**src/logic/pfsm_pkg.sv**
```systemverilog
`default_nettype none
// ==========================================================
// Shared constants for the pin function and source mux
package pfsm_pkg;
   // APB address and data widths
   localparam int unsigned PFSM_ADDR_W = 12;
   localparam int unsigned PFSM_DATA_W = 32;
   localparam int unsigned PFSM_REG_W = 8;
   localparam int unsigned PFSM_NUM_REGS = 9;
   localparam int unsigned PFSM_IDX_W = 4;
   // Register byte offsets
   localparam logic [11:0] PFSM_OFF_PH_LOW = 12'h000;
   localparam logic [11:0] PFSM_OFF_PH_HIGH = 12'h004;
   localparam logic [11:0] PFSM_OFF_PJ_LOW = 12'h008;
   localparam logic [11:0] PFSM_OFF_PJ_HIGH = 12'h00C;
   localparam logic [11:0] PFSM_OFF_TCLK_SRC = 12'h010;
   localparam logic [11:0] PFSM_OFF_TCAP_SRC = 12'h014;
   localparam logic [11:0] PFSM_OFF_SER_SRC = 12'h018;
   localparam logic [11:0] PFSM_OFF_EXT_SRC = 12'h01C;
   localparam logic [11:0] PFSM_OFF_UART_SRC = 12'h020;
   // Register indices (byte offset divided by four)
   localparam logic [3:0] PFSM_IDX_PH_LOW = 4'h0;
   localparam logic [3:0] PFSM_IDX_PH_HIGH = 4'h1;
   localparam logic [3:0] PFSM_IDX_PJ_LOW = 4'h2;
   localparam logic [3:0] PFSM_IDX_PJ_HIGH = 4'h3;
   localparam logic [3:0] PFSM_IDX_TCLK_SRC = 4'h4;
   localparam logic [3:0] PFSM_IDX_TCAP_SRC = 4'h5;
   localparam logic [3:0] PFSM_IDX_SER_SRC = 4'h6;
   localparam logic [3:0] PFSM_IDX_EXT_SRC = 4'h7;
   localparam logic [3:0] PFSM_IDX_UART_SRC = 4'h8;
   // Value of every selector after reset
   localparam logic [7:0] PFSM_RESET_VAL = 8'h00;
   // Implemented-bit masks
   localparam logic [7:0] PFSM_MASK_ALL = 8'hFF;
   localparam logic [7:0] PFSM_MASK_NONE = 8'h00;
   localparam logic [7:0] PFSM_MASK_PH_LOW = 8'h0F;
   localparam logic [7:0] PFSM_MASK_PJ_HIGH_SMALL = 8'hF0;
   localparam logic [7:0] PFSM_MASK_SRC_7BIT = 8'h7F;
   localparam logic [7:0] PFSM_MASK_UART_SMALL = 8'h03;
   localparam logic [7:0] PFSM_MASK_UART_FULL = 8'h07;
   // Two-bit pin function codes
   localparam logic [1:0] PFSM_FN_ALT = 2'h2;
   localparam logic [1:0] PFSM_FN_SEG = 2'h3;
   // Device variants, smallest first
   localparam int unsigned PFSM_VAR_SMALL = 0;
   localparam int unsigned PFSM_VAR_UART2 = 2;
   // Number of routed peripheral inputs
   localparam int unsigned PFSM_NUM_ROUTES = 32;
endpackage : pfsm_pkg
`default_nettype wire

```
**src/logic/pfsm_top.sv**
```systemverilog
`timescale 1ns/1ns
`default_nettype none
// ==========================================================
// Pin function select and peripheral input source mux
module pfsm_top
   import pfsm_pkg::*;
#(
   parameter int unsigned VARIANT = 3
) (
   // Clock, reset and clock enable
   input wire logic sys_clk,
   input wire logic reset_n,
   input wire logic clk_en,
   // APB slave
   input wire logic [PFSM_ADDR_W-1:0] paddr,
   input wire logic psel,
   input wire logic penable,
   input wire logic pwrite,
   input wire logic [PFSM_DATA_W-1:0] pwdata,
   input wire logic [3:0] pstrb,
   output logic [PFSM_DATA_W-1:0] prdata,
   output logic pready,
   output logic pslverr,
   // Package pin levels
   input wire logic [7:0] port_a_in,
   input wire logic [7:0] port_b_in,
   input wire logic [7:0] port_c_in,
   input wire logic [7:0] port_d_in,
   input wire logic [7:0] port_e_in,
   input wire logic [7:0] port_f_in,
   input wire logic [7:0] port_g_in,
   input wire logic [7:0] port_h_in,
   input wire logic [7:0] port_j_in,
   // GPIO drive for ports H and J
   input wire logic [7:0] gpio_h_out,
   input wire logic [7:0] gpio_h_oe,
   input wire logic [7:0] gpio_j_out,
   input wire logic [7:0] gpio_j_oe,
   // Periodic timer outputs
   input wire logic periodic_timer4_out,
   input wire logic periodic_timer5_out,
   input wire logic periodic_timer6_out,
   input wire logic periodic_timer7_out,
   // Port H pin drive and analog or LCD hookup
   output logic [7:0] ph_pin_out,
   output logic [7:0] ph_pin_oe,
   output logic [7:0] ph_lcd_seg_en,
   output logic analog_channel_14_en,
   output logic analog_channel_15_en,
   // Port J pin drive and LCD hookup
   output logic [7:0] pj_pin_out,
   output logic [7:0] pj_pin_oe,
   output logic [7:0] pj_lcd_seg_en,
   output logic [3:0] pj_lcd_common_en,
   // Routed peripheral inputs
   output logic [7:0] periodic_timer_clock_in,
   output logic [7:0] periodic_timer_capture_in,
   output logic [2:0] standard_timer_clock_in,
   output logic [2:0] standard_timer_capture_in,
   output logic serial_select_in,
   output logic serial_data_in,
   output logic serial_clock_in,
   output logic [3:0] ext_irq_in,
   output logic [2:0] uart_receive_in
);
   // ==========================================================
   // Helper functions

   // Implemented bits of each selector register
   function automatic logic [7:0] reg_mask(input logic [PFSM_IDX_W-1:0] idx);
      logic [7:0] m;
      m = PFSM_MASK_NONE;
      unique case (idx)
         PFSM_IDX_PH_LOW: m = (VARIANT > PFSM_VAR_SMALL) ? PFSM_MASK_PH_LOW : PFSM_MASK_NONE;
         PFSM_IDX_PH_HIGH: m = (VARIANT > PFSM_VAR_SMALL) ? PFSM_MASK_ALL : PFSM_MASK_NONE;
         PFSM_IDX_PJ_LOW: m = PFSM_MASK_ALL;
         PFSM_IDX_PJ_HIGH: m = (VARIANT > PFSM_VAR_SMALL) ? PFSM_MASK_ALL : PFSM_MASK_PJ_HIGH_SMALL;
         PFSM_IDX_TCLK_SRC: m = PFSM_MASK_SRC_7BIT;
         PFSM_IDX_TCAP_SRC: m = PFSM_MASK_SRC_7BIT;
         PFSM_IDX_SER_SRC: m = PFSM_MASK_SRC_7BIT;
         PFSM_IDX_EXT_SRC: m = (VARIANT > PFSM_VAR_SMALL) ? PFSM_MASK_ALL : PFSM_MASK_NONE;
         PFSM_IDX_UART_SRC: m = (VARIANT >= PFSM_VAR_UART2) ? PFSM_MASK_UART_FULL : PFSM_MASK_UART_SMALL;
         default: m = PFSM_MASK_NONE;
      endcase
      return m;
   endfunction : reg_mask

   // True when a two-bit code leaves the pin as GPIO
   function automatic logic fn_is_gpio(input logic [1:0] code, input logic alt_is_gpio);
      return (code < PFSM_FN_ALT) || (alt_is_gpio && (code == PFSM_FN_ALT));
   endfunction : fn_is_gpio

   // ==========================================================
   // Reset release
   logic rst_meta_q;
   logic rst_sync_q;
   logic rst_n;

   // Asynchronous assert, two-flop release
   always_ff @(posedge sys_clk or negedge reset_n) begin
      if (!reset_n) begin
         rst_meta_q <= 1'b0;
         rst_sync_q <= 1'b0;
      end else if (clk_en) begin
         rst_meta_q <= 1'b1;
         rst_sync_q <= rst_meta_q;
      end
   end

   assign rst_n = rst_sync_q;

   // ==========================================================
   // APB register file
   logic [7:0] cfg_q [PFSM_NUM_REGS];
   logic [PFSM_IDX_W-1:0] idx;
   logic mapped;
   logic setup_phase;
   logic write_take;
   logic [7:0] wr_mask;
   logic [PFSM_DATA_W-1:0] prdata_q;
   logic pready_q;
   logic pslverr_q;

   // Address decode
   assign idx = paddr[PFSM_IDX_W+1:2];
   assign mapped = (paddr[PFSM_ADDR_W-1:PFSM_IDX_W+2] == '0) && (paddr[1:0] == 2'h0)
                   && (idx < PFSM_IDX_W'(PFSM_NUM_REGS));
   assign setup_phase = psel && !penable;
   assign write_take = psel && penable && pready_q && pwrite && mapped && pstrb[0];
   assign wr_mask = reg_mask(idx);

   // Selector storage
   always_ff @(posedge sys_clk or negedge rst_n) begin
      if (!rst_n) begin
         for (int i = 0; i < PFSM_NUM_REGS; i++) begin
            cfg_q[i] <= PFSM_RESET_VAL;
         end
      end else if (clk_en && write_take) begin
         cfg_q[idx] <= pwdata[7:0] & wr_mask;
      end
   end

   // Answer prepared in setup, ready in access
   always_ff @(posedge sys_clk or negedge rst_n) begin
      if (!rst_n) begin
         prdata_q <= '0;
         pready_q <= 1'b0;
         pslverr_q <= 1'b0;
      end else if (clk_en) begin
         pready_q <= setup_phase;
         pslverr_q <= setup_phase && !mapped;
         prdata_q <= (setup_phase && mapped && !pwrite) ? {24'h000000, cfg_q[idx]} : '0;
      end
   end

   assign prdata = prdata_q;
   assign pready = pready_q;
   assign pslverr = pslverr_q;

   // ==========================================================
   // Pin synchronisers
   logic [71:0] pins_s;
   logic [7:0] pa;
   logic [7:0] pb;
   logic [7:0] pc;
   logic [7:0] pd;
   logic [7:0] pe;
   logic [7:0] pf;
   logic [7:0] pg;
   logic [7:0] ph;
   logic [7:0] pj;

   pfsm_pin_sync #(
      .WIDTH(72)
   ) u_pin_sync (
      .clk(sys_clk),
      .rst_n(rst_n),
      .ce(clk_en),
      .async_in({port_j_in, port_h_in, port_g_in, port_f_in, port_e_in,
                 port_d_in, port_c_in, port_b_in, port_a_in}),
      .sync_out(pins_s)
   );

   // Split synchronised ports
   assign pa = pins_s[7:0];
   assign pb = pins_s[15:8];
   assign pc = pins_s[23:16];
   assign pd = pins_s[31:24];
   assign pe = pins_s[39:32];
   assign pf = pins_s[47:40];
   assign pg = pins_s[55:48];
   assign ph = pins_s[63:56];
   assign pj = pins_s[71:64];

   // ==========================================================
   // Input source routing
   logic [7:0] tclk_r;
   logic [7:0] tcap_r;
   logic [7:0] ser_r;
   logic [7:0] ext_r;
   logic [7:0] uart_r;
   logic [31:0] rt_sel;
   logic [31:0] rt_src0;
   logic [31:0] rt_src1;
   logic [31:0] routed;

   assign tclk_r = cfg_q[PFSM_IDX_TCLK_SRC];
   assign tcap_r = cfg_q[PFSM_IDX_TCAP_SRC];
   assign ser_r = cfg_q[PFSM_IDX_SER_SRC];
   assign ext_r = cfg_q[PFSM_IDX_EXT_SRC];
   assign uart_r = cfg_q[PFSM_IDX_UART_SRC];

   // Order: uart 2..0, irq 3..0, serial cs/data/clk, st cap, st clk, pt cap 7..0, pt clk 7..0
   // periodic clocks
   assign rt_sel = {uart_r[2:0], ser_r[3:0], ser_r[6:4], tcap_r[2:0], tclk_r[2:0],
                    ext_r[3:0], tcap_r[6:3], ext_r[7:4], tclk_r[6:3]};

   assign rt_src0 = {pb[0], pd[1], pa[6], pa[5], pa[4], pa[3], pa[1], pa[1], pa[4], pa[5],
                     pd[6], pd[0], pc[6], pf[6], pd[1], pc[7],
                     pd[3], pc[7], pc[5], pc[3], pd[4], pd[2], pc[4], pc[2],
                     ph[5], ph[4], ph[3], ph[2], pd[5], pd[3], pc[5], pc[3]};
   assign rt_src1 = {pg[0], pf[6], pd[4], pc[7], pd[0], pa[7], pa[6], pf[0], pf[2], pf[3],
                     pf[7], pb[6], pe[1], pb[0], pb[7], pe[0],
                     ph[7], ph[6], ph[1], ph[0], pb[2], pb[3], pe[3], pf[5],
                     pj[4], pj[5], pj[6], pj[7], pb[1], pb[2], pe[2], pf[4]};

   pfsm_src_route #(
      .N(PFSM_NUM_ROUTES)
   ) u_src_route (
      .clk(sys_clk),
      .rst_n(rst_n),
      .ce(clk_en),
      .sel(rt_sel),
      .src0(rt_src0),
      .src1(rt_src1),
      .routed(routed)
   );

   // Split routed inputs
   assign periodic_timer_clock_in = routed[7:0];
   assign periodic_timer_capture_in = routed[15:8];
   assign standard_timer_clock_in = routed[18:16];
   assign standard_timer_capture_in = routed[21:19];
   assign serial_clock_in = routed[22];
   assign serial_data_in = routed[23];
   assign serial_select_in = routed[24];
   assign ext_irq_in = routed[28:25];
   assign uart_receive_in = routed[31:29];

   // ==========================================================
   // Pin function decode, port H
   logic [15:0] ph_codes;
   logic [7:0] ph_alt_out;
   logic [7:0] ph_out_q;
   logic [7:0] ph_oe_q;
   logic [7:0] ph_seg_q;
   logic [1:0] ph_an_q;

   // PH3/PH2 belong to another selector, kept as GPIO
   assign ph_codes = {cfg_q[PFSM_IDX_PH_HIGH], 4'h0, cfg_q[PFSM_IDX_PH_LOW][3:0]};
   // Timer outputs on pins 7,6,1,0
   assign ph_alt_out = {periodic_timer7_out, periodic_timer6_out, 4'h0, periodic_timer5_out, periodic_timer4_out};

   for (genvar i = 0; i < 8; i++) begin : g_ph
      logic [1:0] code;
      logic gpio;
      logic alt;
      assign code = ph_codes[2*i+1:2*i];
      assign gpio = fn_is_gpio(code, 1'b0);
      assign alt = (code == PFSM_FN_ALT);
      always_ff @(posedge sys_clk or negedge rst_n) begin
         if (!rst_n) begin
            ph_out_q[i] <= 1'b0;
            ph_oe_q[i] <= 1'b0;
            ph_seg_q[i] <= 1'b0;
         end else if (clk_en) begin
            ph_out_q[i] <= gpio ? gpio_h_out[i] : (alt && ph_alt_out[i]);
            ph_oe_q[i] <= gpio ? gpio_h_oe[i] : (alt && (i != 4) && (i != 5));
            ph_seg_q[i] <= (code == PFSM_FN_SEG);
         end
      end
   end

   always_ff @(posedge sys_clk or negedge rst_n) begin
      if (!rst_n) begin
         ph_an_q <= 2'h0;
      end else if (clk_en) begin
         ph_an_q <= {ph_codes[11:10] == PFSM_FN_ALT, ph_codes[9:8] == PFSM_FN_ALT};
      end
   end

   assign ph_pin_out = ph_out_q;
   assign ph_pin_oe = ph_oe_q;
   assign ph_lcd_seg_en = ph_seg_q;
   assign analog_channel_15_en = ph_an_q[1];
   assign analog_channel_14_en = ph_an_q[0];

   // ==========================================================
   // Pin function decode, port J
   logic [15:0] pj_codes;
   logic [7:0] pj_out_q;
   logic [7:0] pj_oe_q;
   logic [7:0] pj_seg_q;
   logic [3:0] pj_com_q;

   assign pj_codes = {cfg_q[PFSM_IDX_PJ_HIGH], cfg_q[PFSM_IDX_PJ_LOW]};

   for (genvar i = 0; i < 8; i++) begin : g_pj
      logic [1:0] code;
      logic gpio;
      assign code = pj_codes[2*i+1:2*i];
      // upper pins keep GPIO on code 10
      assign gpio = fn_is_gpio(code, i >= 4);
      always_ff @(posedge sys_clk or negedge rst_n) begin
         if (!rst_n) begin
            pj_out_q[i] <= 1'b0;
            pj_oe_q[i] <= 1'b0;
            pj_seg_q[i] <= 1'b0;
         end else if (clk_en) begin
            pj_out_q[i] <= gpio && gpio_j_out[i];
            pj_oe_q[i] <= gpio && gpio_j_oe[i];
            pj_seg_q[i] <= (code == PFSM_FN_SEG);
         end
      end
   end

   always_ff @(posedge sys_clk or negedge rst_n) begin
      if (!rst_n) begin
         pj_com_q <= 4'h0;
      end else if (clk_en) begin
         pj_com_q <= {pj_codes[7:6] == PFSM_FN_ALT, pj_codes[5:4] == PFSM_FN_ALT,
                      pj_codes[3:2] == PFSM_FN_ALT, pj_codes[1:0] == PFSM_FN_ALT};
      end
   end

   assign pj_pin_out = pj_out_q;
   assign pj_pin_oe = pj_oe_q;
   assign pj_lcd_seg_en = pj_seg_q;
   assign pj_lcd_common_en = pj_com_q;
endmodule : pfsm_top
`default_nettype wire

```
**src/logic/pfsm_pin_sync.sv**
```systemverilog
`timescale 1ns/1ns
`default_nettype none
// ==========================================================
// Two-flop synchroniser for package pin levels
module pfsm_pin_sync #(
   parameter int unsigned WIDTH = 8
) (
   // Clock and control
   input wire logic clk,
   input wire logic rst_n,
   input wire logic ce,
   // Pin levels in, synchronised levels out
   input wire logic [WIDTH-1:0] async_in,
   output logic [WIDTH-1:0] sync_out
);
   logic [WIDTH-1:0] meta_q;
   logic [WIDTH-1:0] sync_q;

   // Only the second stage reads the first
   always_ff @(posedge clk or negedge rst_n) begin
      if (!rst_n) begin
         meta_q <= '0;
         sync_q <= '0;
      end else if (ce) begin
         meta_q <= async_in;
         sync_q <= meta_q;
      end
   end

   assign sync_out = sync_q;
endmodule : pfsm_pin_sync
`default_nettype wire

```
**src/logic/pfsm_src_route.sv**
```systemverilog
`timescale 1ns/1ns
`default_nettype none
// ==========================================================
// Per-input choice between two source pins, registered
module pfsm_src_route #(
   parameter int unsigned N = 32
) (
   // Clock and control
   input wire logic clk,
   input wire logic rst_n,
   input wire logic ce,
   // Selector bits and the two candidate pins
   input wire logic [N-1:0] sel,
   input wire logic [N-1:0] src0,
   input wire logic [N-1:0] src1,
   // Routed peripheral inputs
   output logic [N-1:0] routed
);
   logic [N-1:0] pick;
   logic [N-1:0] routed_q;

   // Only the chosen pin reaches each input
   for (genvar g = 0; g < N; g++) begin : g_pick
      assign pick[g] = sel[g] ? src1[g] : src0[g];
   end

   // Output register
   always_ff @(posedge clk or negedge rst_n) begin
      if (!rst_n) begin
         routed_q <= '0;
      end else if (ce) begin
         routed_q <= pick;
      end
   end

   assign routed = routed_q;
endmodule : pfsm_src_route
`default_nettype wire

```
**config.mk**
```make
export PLATFORM = sky130hd
export DESIGN_NAME = pfsm_top
export DESIGN_NICKNAME = d
export VERILOG_FILES = /design/src/logic/pfsm_pkg.sv /design/src/logic/pfsm_top.sv /design/src/logic/pfsm_pin_sync.sv /design/src/logic/pfsm_src_route.sv
export SDC_FILE = /design/constraint.sdc
export NUM_CORES = 1
export LEC_CHECK = 0
export ABC_AREA = 1
export BUFFER_PORTS_ARGS = -buffer_cell sky130_fd_sc_hd__buf_2
export CAP_MARGIN = 20
export CORE_ASPECT_RATIO = 1.1
export CORE_MARGIN = 10
export CORE_UTILIZATION = 54
export DETAILED_ROUTE_END_ITERATION = 8
export GPL_TIMING_DRIVEN = 0
export PLACE_DENSITY = 0.8
export RECOVER_POWER = 50
export SLEW_MARGIN = 10
export SYNTH_ARGS = -nofsm -noshare
export SYNTH_HDL_FRONTEND = slang
export SYNTH_SLANG_ARGS = --single-unit
```
**constraint.sdc**
```tcl
create_clock -name sys_clk -period 10.9 [get_ports sys_clk]
set_input_delay 1.09 -clock sys_clk [delete_from_list [all_inputs] [get_ports sys_clk]]
set_output_delay 1.09 -clock sys_clk [all_outputs]
set_load 0.01 [all_outputs]
```
== Word level (Yosys, flattened, before mapping) ==
Memories as Yosys holds them, arrays and structs flattened.
Index checks and enable logic that the tools add are counted.
W data, S select, Z words.

* $lt $le $gt $ge: 17
* Equality and inequality tests: 28
* Mux-type cells: 51
* Bitwise gates (word level): 2
* Reductions and logical operators: 42

{| class="wikitable"
|+ Operators with widths
! operator !! count
|-
| $bwmux W72 || 1
|-
| $eq A2 B2 Y1 const B || 28
|-
| $mux W1 || 44
|-
| $logic_and A1 B1 Y1 || 33
|-
| $bmux W8 S4 || 1
|-
| $demux W8 S4 || 1
|-
| $mux W8 || 4
|-
| $lt A2 B2 Y1 const B || 14
|-
| $and A8 B8 Y8 || 1
|-
| $logic_not A6 Y1 || 1
|-
| $ge A5 B5 Y1 const B || 1
|-
| $lt A5 B1 Y1 const B || 1
|-
| $not A4 Y5 || 1
|-
| $logic_or A1 B1 Y1 || 4
|-
| $lt A4 B4 Y1 const B || 1
|-
| $logic_not A1 Y1 || 3
|-
| $logic_not A2 Y1 || 1
|}

* Bits in registers: 336
* ROM bits: 128
* Input port bits: 162
* Output and inout port bits: 120
* Word-level logic and storage cells: 206
* Memories: 1

{| class="wikitable"
|+ Memory list
! name !! words !! bits a word !! read ports !! clocked after Yosys merged registers in !! wr ports !! line !! source
|-
| (no name shown) || 16 || 8 || 1 || 0 || 0 || pfsm_top.sv:73 || <nowiki>unique case (idx)</nowiki>
|}

== Logic depth before layout (Yosys ltp) ==
Gate-level depths: netlist of the first run.

* Depth after elaboration: 6
* Gate-level depth with buffers: 11

== Cells and area by module ==
A second synthesis of the first run with hierarchy kept.

* Cells, all modules: 1804
* Area, all modules: 14077.3 um^2

{| class="wikitable"
|+ By module, submodules not included
! module !! instances !! cells each !! area each (um^2)
|-
| pfsm_top || 1 || 900 || 6726.5
|-
| pfsm_pin_sync || 1 || 608 || 5427.7
|-
| pfsm_src_route || 1 || 296 || 1923.1
|}

== Least setup slack after synthesis of the first run ==
No wires, ideal clock.

* Kind: register -> register
* Start point: reg rst_n (netlist name)
* End point: reg rst_sync_q, in the netlist rst_n
* Library setup time: 88 ps
* Arrival: 6330 ps
* Required time: 10812 ps
* Slack: 4482 ps
* Stages on the path, launching flop included: 3
* Path buffers: 0
* Period minus slack after synthesis: 6418 ps
* Path through: dfrtp_1 -> nand2_1 -> nand2_1

{| class="wikitable"
|+ RTL lines
! item !! line !! source
|-
| end signal, assigned || pfsm_top.sv:106 || <nowiki>rst_sync_q <= rst_meta_q;</nowiki>
|-
| end, declared || pfsm_top.sv:96 || <nowiki>logic rst_sync_q;</nowiki>
|}

==> flow_summary.toml, run 1 <==
[placed_design]
dp_hpwl_um = 27200
dp.cells = 1996
post-place-ws_ns = 7.79
io_buffers = 203
placed_cell_area_mm2 = 0.0134
gp_congestion = 0.939

[timing]
slew_headroom_pct = -120
slew_violations = 102
rsz0062_at_grt = "false"
layout_setup_ws_ns = 6.39
hold_violations = 0
finalSetupViolCount = 0
hold_ws_ns = 0.327
finalCriticalPeriod_ns = 4.51
fin_skew_ns = 0.0262
clock.fmax_ghz = 0.222
tightestPinTransition_ns = 3.30
setup_tns_ns = 0
timing.final.crit_share_pct = 41.4

[route]
wl_met2_um = 18000
drt-met1-wl_um = 14500
avgViaCountPerCell = 5.07
wl_per_cell_um = 17.8
drt-pass1-iter-count = 5
ant_nets = 0
wirelength_um = 36500
drc = 0
dr_wl_met3_um = 2690
drt_iter0_markers = 788
via_count = 10400
top_layer = "met4"

[final_layout]
area_delta_synth_final_pct = 20.3
multiInputGateArea_mm2 = 0.00424
layout_common_cells = "nand2_1 (621), dfrtp_1 (266), buf_2 (206)"
drive_gt1_share_pct = 17.5
fill_cells = 1878
regArea_mm2 = 0.00666
final_common_cell = "nand2_1"
final_cells = 2045
fin_nets = 1897
postLayoutCoreUtil_pct = 66.5
final_area_mm2 = 0.0143

[cts]
cts_tree = "yes"
clockRootBuffer = "clkbuf_16"
numCtsBuffers = 27
ctsResizeCount = 0
insertion_delay_ns = 0.55
clkSinkCount = 266
cts_max_path_buffers = 3
postCtsSetupRepairBufs = 0
h-tree-depth = 1
clkTransAtPathRegs_ns = 0.06
hold_buffers = 0

[min_path]
hold_path_class = "in2async"

[setup_path]
end_kind = "async pin"
path_cells = "clkbuf_1"
worst_path_largest_cell_delay_ns = 2.42
worstPathMaxFanout = 58
crit_slowest_cell = "clkbuf_1"
arrival_ns = 4.41
path_buf_inv = 1
cp.required_ns = 10.80
critPathTopFamily = "buffers and inverters"
cp-start-kind = "register"
path_class = "reg2async"

[yosys]
synthFlopType = "dfrtp_1"
synth-edff-count = 0
netlist_area_mm2 = 0.0118
synth_cell_types = 30
synth_top_area_share_pct = 56.2
synth.largest_area_cell = "dfrtp_1"
synthCells = 1474
ys_top_cells_by_area = "dfrtp_1 (56%), nand2_1 (20%), inv_1 (4.5%), o21ai_0 (4.2%), nand3_1 (3.5%)"
yosysSeqAreaShare_pct = 56.2
async_flop_share_pct = 100
avgSynthCellArea_um2 = 8.03
yosysWarnings = 0
ys_ff_latch = 266

[pwr]
ir_drop_mv = 0.125
swShare_pct = 25.7
clockPowerShare_pct = 41.2
powerDensity_mw_per_mm2 = 156
pwr-share-seq_pct = 48.8
total_power_mw = 2.22
power.switching_mw = 0.572
p_int_mw = 1.65
p_leak_nw = 7.80
power.combinational.fraction_pct = 9.9

[floorplan]
die-width_um = 161
ios = 282
initial_core_util_pct = 55.2
fp.coreArea_mm2 = 0.0214
die-height_um = 175
fp-row-count = 56
die_area_mm2 = 0.0283

[global_route]
antenna_found_initial = 1
grt_remaining_overflow = 0
grt_pass1_vias = 10300
grt_usage_pct = 25.3
grt_max_degree = 67
grt_pass1_wl_um = 56800

[run_status]
status = "finished with violations"
failed_checks = "max-capacitance violations, max-slew violations"

[job]
max-cap-violations = 2
## final cells by class
class / instances / share of cell area, %
Inverter: 146 / 3.85
Clock inverter: 7 / 0.500
Antenna cell: 2 / 0.0351
Buffer: 83 / 3.26
Tap cell: 290 / 2.55
Multi-Input combinational cell: 1004 / 29.7
Sequential cell: 266 / 46.7
Clock buffer: 40 / 5.65
Timing Repair Buffer: 207 / 7.72
## worst paths after layout
kind	from	endpoint	slack, ns	cells past startpoint
setup / recovery	rst_n$_DFFE_PN0P_	u_src_route.routed[12]$_DFFE_PN0P_	6.39	1
hold / removal	reset_n	rst_meta_q$_DFFE_PN0P_	0.33	1
setup reg to reg	rst_n$_DFFE_PN0P_	u_src_route.routed[12]$_DFFE_PN0P_	6.39	1
hold reg to reg	ph_pin_out[3]$_DFFE_PN0P_	ph_pin_out[3]$_DFFE_PN0P_	0.46	2
max in group sys_clk	clk_en	tclk_r[1]$_DFFE_PN0P_	7.33	8
min in group sys_clk	ph_pin_out[3]$_DFFE_PN0P_	ph_pin_out[3]$_DFFE_PN0P_	0.46	2
## power by group through the flow
stage | clock [mW] | sequential [mW] | combinational [mW]
final | 0.916 | 1.08 | 0.221
after CTS | 0.929 | 1.08 | 0.224
after global routing | 0.971 | 1.09 | 0.248
after floorplan | 0 | 1.11 | 0.100
after global placement | 0 | 1.12 | 0.189
after detailed placement | 0 | 1.10 | 0.223
## state kept, by name, summed over array words and instances, names as in the netlist, 32 cells and up
signal,cells
cfg_q,32
u_pin_sync.meta_q,49
u_pin_sync.sync_out,49
u_src_route.routed,32
## synthesized netlist by cell type, drive strengths merged, types with 6 or more instances
cell type and number:
inv 146, buf 49, nand4 13, nand3 84
dfrtp 266, nor2 102, o21ai 100, clkbuf 34
o21bai 6, nand3b 7, nand2 627, a21oi 20
## routing by layer
metal | global-route usage, % | vias to the layer above
li1 | - | 5015
met5 | 0 | -
met3 | 4.70 | 74
met4 | 9.79 | 0
met2 | 43.5 | 392
met1 | 31.1 | 4890
## cell families (layout without fill, tap and decap cells)
| family | after synthesis | count (layout) | synth area share (%) |
|---|---|---|---|
| AOI/OAI and AO/OA | 139 | 139 | 6.32 |
| and+or+nand+nor | 839 | 839 | 28.9 |
| DFF | 266 | 266 | 56.2 |
| other | 1 | 28 | 0.0317 |
| buffers and inverters | 229 | 483 | 8.56 |
No activity file was read; power rests on OpenSTA's default activity.
==> inputs of run 2 (changes only) <==
- CORE_UTILIZATION: 54 -> 49
- PLACE_DENSITY: 0.8 -> 0.77
- clock period: 10.9 -> 3.8 ns (I/O delays scaled with it)
==> run 2 against run 1 <==
  * The run now ends clean
  * First-iteration DRC count is 21% higher
  * Global-route usage is 2.0 points lower
  * Count of clock-buffer cells in the layout is the same
  * Via count decreased by 0.58%
  * Clock skew fell by 0.0090 ns
  * Routed wire length increased by 0.97%
  * Critical endpoint is now u_pin_sync.meta_q[43]$_DFFE_PN0P_
  * Largest power group unchanged
==> flow_summary.toml, run 2 (synthesized netlist as in run 1, its figures left out) <==
[run_status]
status = "completed"

[route]
drt_iter0_markers = 957
drt-pass1-iter-count = 7
wl_per_cell_um = 17.8
avgViaCountPerCell = 5.00
via_count = 10300
wirelength_um = 36800
drc = 0
ant_nets = 0

[placed_design]
gp_congestion = 0.961
post-place-ws_ns = 1.39
dp.cells = 2011
dp_hpwl_um = 27500
io_buffers = 203

[global_route]
grt_usage_pct = 23.4
grt_max_degree = 67
grt_pass1_wl_um = 57600
grt_pass1_vias = 10400
grt_remaining_overflow = 0
antenna_found_initial = 0

[timing]
finalCriticalPeriod_ns = 2.36
fin_skew_ns = 0.0173
tightestPinTransition_ns = 1.33
slew_headroom_pct = 11.0
hold_violations = 0
rsz0062_at_grt = "false"
layout_setup_ws_ns = 1.44
timing.final.crit_share_pct = 62.1
setup_tns_ns = 0
slew_violations = 0
finalSetupViolCount = 0
clock.fmax_ghz = 0.424

[cts]
insertion_delay_ns = 0.56
hold_buffers = 1
h-tree-depth = 1
clockRootBuffer = "clkbuf_16"
numCtsBuffers = 28
cts_tree = "yes"
cts_max_path_buffers = 3
clkTransAtPathRegs_ns = 0.06
ctsResizeCount = 0
postCtsSetupRepairBufs = 0
clkSinkCount = 266

[pwr]
p_int_mw = 4.75
powerDensity_mw_per_mm2 = 450
ir_drop_mv = 0.378
clockPowerShare_pct = 42.0
p_leak_nw = 7.86
swShare_pct = 26.4
power.switching_mw = 1.70
pwr-share-seq_pct = 48.0
power.combinational.fraction_pct = 10.0

[floorplan]
die_area_mm2 = 0.0308
fp.coreArea_mm2 = 0.0237
ios = 282
die-height_um = 183
initial_core_util_pct = 50.0
die-width_um = 168
fp-row-count = 59

[final_layout]
area_delta_synth_final_pct = 21.1
drive_gt1_share_pct = 17.9
antennaDiodeCount = 0
layout_common_cells = "nand2_1 (621), dfrtp_1 (266), buf_2 (206)"
final_common_cell = "nand2_1"
final_cells = 2064
fin_nets = 1899

[setup_path]
cp.required_ns = 4.24
path_class = "reg2async"
worst_path_largest_cell_delay_ns = 1.14
path_cells = "clkbuf_2"
end_kind = "async pin"
crit_slowest_cell = "clkbuf_2"
worstPathMaxFanout = 56
arrival_ns = 2.80
cp-start-kind = "register"
critPathTopFamily = "buffers and inverters"
path_buf_inv = 1

[job]
max-cap-violations = 0

[min_path]
hold_path_class = "in2reg"
==> run 2: changes by cell type in the layout (fill, tap and decap cells not counted), sizes merged <==
| cell | previous run | this run |
|---|---|---|
| clkinv | 5 | 8 |
| clkinvlp | 0 | 2 |
| diode | 2 | 0 |
| dlygate4sd3 | 0 | 1 |
==> run 2: per-layer routing <==
layer,vias up,global-route usage [%],wire (µm)
met4,0,7.98,1240
met5,-,0,0
met2,407,40.0,18100
met3,80,5.50,3110
li1,5039,-,-
met1,4785,28.5,14400
==> run 2: power by group through the flow <==
stage / clock (mW) / sequential (mW) / combinational, mW
detailed placement: 0 / 3.15 / 0.653
finish: 2.71 / 3.10 / 0.644
global placement: 0 / 3.21 / 0.551
global route: 2.86 / 3.12 / 0.727
floorplan: 0 / 3.19 / 0.288
CTS: 2.74 / 3.10 / 0.657
==> run 2: through the flow <==
stage | cell area [µm²] | util [%] | power [mW] | hold slack [ns]
2_1_floorplan | 11900 | - | 3.48 | 0.0844
3_3_place_gp | 13300 | 56.3 | 3.76 | 0.165
3_5_place_dp | 13400 | 56.8 | 3.80 | 0.167
4_1_cts | 14400 | 60.6 | 6.50 | 0.0126
5_1_grt | 14300 | 60.5 | 6.71 | 0.0255
6_report | 14300 | 60.5 | 6.46 | 0.0213
==> run 2: path summary, 6_finish.rpt <==
path / endpoint / cells past startpoint / slack [ns] / start
worst min-delay path: u_pin_sync.meta_q[27]$_DFFE_PN0P_ / 3 / 0.02 / port_d_in[3]
worst max-delay path: u_pin_sync.meta_q[43]$_DFFE_PN0P_ / 1 / 1.44 / rst_n$_DFFE_PN0P_
worst max register to register: u_pin_sync.meta_q[43]$_DFFE_PN0P_ / 1 / 1.44 / rst_n$_DFFE_PN0P_
min in group asynchronous: rst_meta_q$_DFFE_PN0P_ / 2 / 0.15 / reset_n
max in group sys_clk: u_pin_sync.meta_q[71]$_DFFE_PN0P_ / 5 / 1.59 / clk_en
worst min register to register: pj_lcd_common_en[0]$_DFFE_PN0P_ / 1 / 0.46 / cfg_q[48]$_DFFE_PN0P_
==> run 2: final cells by class <==
cell class / instances / area [µm²]
clock inverters: 12 / 105
plain buffers: 83 / 464
clock buffers: 40 / 806
fillers: 2141 / 9360
repair buffers: 208 / 1110
well taps: 305 / 382
inverters: 146 / 548
multi-input cells: 1004 / 4270
flip-flops and latches: 266 / 6660
==> inputs of run 3 (changes only) <==
- clock period: 3.8 -> 2.11 ns (I/O delays scaled with it)
==> run 3 against run 2 <==
  * Sequential power rose by 80%
  * Sequential cell count did not move
  * Critical endpoint is now ph_pin_out[1]$_DFFE_PN0P_
  * Largest power group unchanged
  * Sequential share of layout area fell by 2.5 points
  * Highest routed layer unchanged
  * Combinational power grew 97%
==> flow_summary.toml, run 3 (synthesized netlist as in run 1, its figures left out) <==
[cts]
cts_max_path_buffers = 3
h-tree-depth = 1
clkSinkCount = 266
insertion_delay_ns = 0.56
numCtsBuffers = 27
clkTransAtPathRegs_ns = 0.06
clockRootBuffer = "clkbuf_16"
cts_tree = "yes"

[setup_path]
path_class = "in2reg"
r2r_cells = 8
reg2reg_to = "ext_r[1]$_DFFE_PN0P_"
crit_path_start = "clk_en"
arrival_ns = 2.47
cp.required_ns = 2.53
timing.rr.start = "pready$_DFFE_PN0P_"
cp-start-kind = "primary input"
end_kind = "register"
r2r_slack_ns = 0.23
worstPathMaxFanout = 10

[placed_design]
io_buffers = 203
dp_hpwl_um = 27300
gp_congestion = 0.953

[min_path]
min_to = "pslverr$_DFFE_PN0P_"
hold_start = "penable"
hold_path_class = "in2reg"
min_path_cells = 3

[timing]
rsz0062_at_grt = "false"
fin_skew_ns = 0.0241
hold_violations = 0
clock.fmax_ghz = 0.488
slew_headroom_pct = 41.6
finalSetupViolCount = 0
tightestPinTransition_ns = 0.876
finalCriticalPeriod_ns = 2.05
slew_violations = 0
timing.final.crit_share_pct = 97.1
setup_tns_ns = 0

[route]
avgViaCountPerCell = 5.01
ant_nets = 0
drc = 0
wl_per_cell_um = 17.5
wirelength_um = 37700
drt-pass1-iter-count = 5
drt_iter0_markers = 859
via_count = 10800

[final_layout]
final_common_cell = "nand2_1"
regArea_mm2 = 0.00666
drive_gt1_share_pct = 12.1
fill_cells = 2043
layout_common_cells = "nand2_1 (621), dfrtp_1 (265), inv_1 (141)"
multiInputGateArea_mm2 = 0.00427
area_delta_synth_final_pct = 28.2
fin_nets = 1990

[floorplan]
die_area_mm2 = 0.0308
fp.coreArea_mm2 = 0.0237
die-width_um = 168
die-height_um = 183
initial_core_util_pct = 50.0
fp-row-count = 59
ios = 282

[global_route]
grt_pass1_wl_um = 59100
grt_remaining_overflow = 0
grt_usage_pct = 23.9
antenna_found_initial = 0
grt_max_degree = 66
grt_pass1_vias = 10800

[pwr]
p_leak_nw = 7.93
powerDensity_mw_per_mm2 = 791
total_power_mw = 12.0
ir_drop_mv = 0.725

[job]
max-cap-violations = 0

[run_status]
status = "completed"
==> run 3: per-stage QoR <==
stage                     setup slack, ns  cells  util, %  cell area (µm²)  hold slack, ns
after floorplan                    -0.561   1499        -            11900         -0.0846
final                              0.0612   2156     64.1            15200          0.0262
after global routing               0.0651   2154     64.0            15200          0.0598
after detailed placement           -0.152   2011     56.8            13400        -0.00337
after global placement              -1.45   2007     56.3            13300        -0.00428
after CTS                           0.256   2154     64.7            15300          0.0149
==> run 3: metal layers <==
| layer | part of all wire, % | track usage (%) | vias to the layer above |
|---|---|---|---|
| met2 | 49 | 41.0 | 398 |
| met1 | 40 | 28.9 | 5107 |
| met4 | 3.1 | 8.71 | 0 |
| met5 | 0 | 0 | - |
| li1 | - | - | 5224 |
| met3 | 8.1 | 5.05 | 78 |
==> run 3: critical path, cell delays in order <==
cell and delay, ns:
buf_2 0.15, clkbuf_1 0.60, inv_2 0.15, clkbuf_1 0.39
a21oi_1 0.29, a21oi_1 0.10, dlygate4sd3_1 0.57
==> run 3: how the worst max path moves through the flow <==
stage | cells after the start | slack, ns | to
floorplan | 0 | -0.56 | cfg_q[40]$_DFFE_PN0P_
global placement | 0 | -1.45 | pj_pin_out[1]$_DFFE_PN0P_
detailed placement | 7 | -0.15 | pj_lcd_common_en[2]$_DFFE_PN0P_
CTS | 8 | 0.26 | ser_r[6]$_DFFE_PN0P_
global route | 7 | 0.07 | ph_pin_out[6]$_DFFE_PN0P_
finish | 7 | 0.06 | ph_pin_out[1]$_DFFE_PN0P_
==> run 3: layout make-up <==
type,instances,share of cell area [%]
Sequential cell,266,43.9
Multi-Input combinational cell,1004,28.1
Timing Repair Buffer,300,12.5
Clock buffer,33,4.73
Inverter,146,3.61
Buffer,83,3.06
Tap cell,305,2.51
Clock inverter,17,1.55
Antenna cell,2,0.0330
==> run 3: report_power, final <==
group	switching [mW]	internal (mW)
clock	2.10	3.06
combinational	0.800	0.466
sequential	0.201	5.39
==> run 3: repair_timing <==
action | 4_1_cts | 5_1_grt
hold endpoints to repair | 88 | 0
setup buffers | 0 | 0
hold buffers | 93 | 0
gates resized for setup | 0 | 0
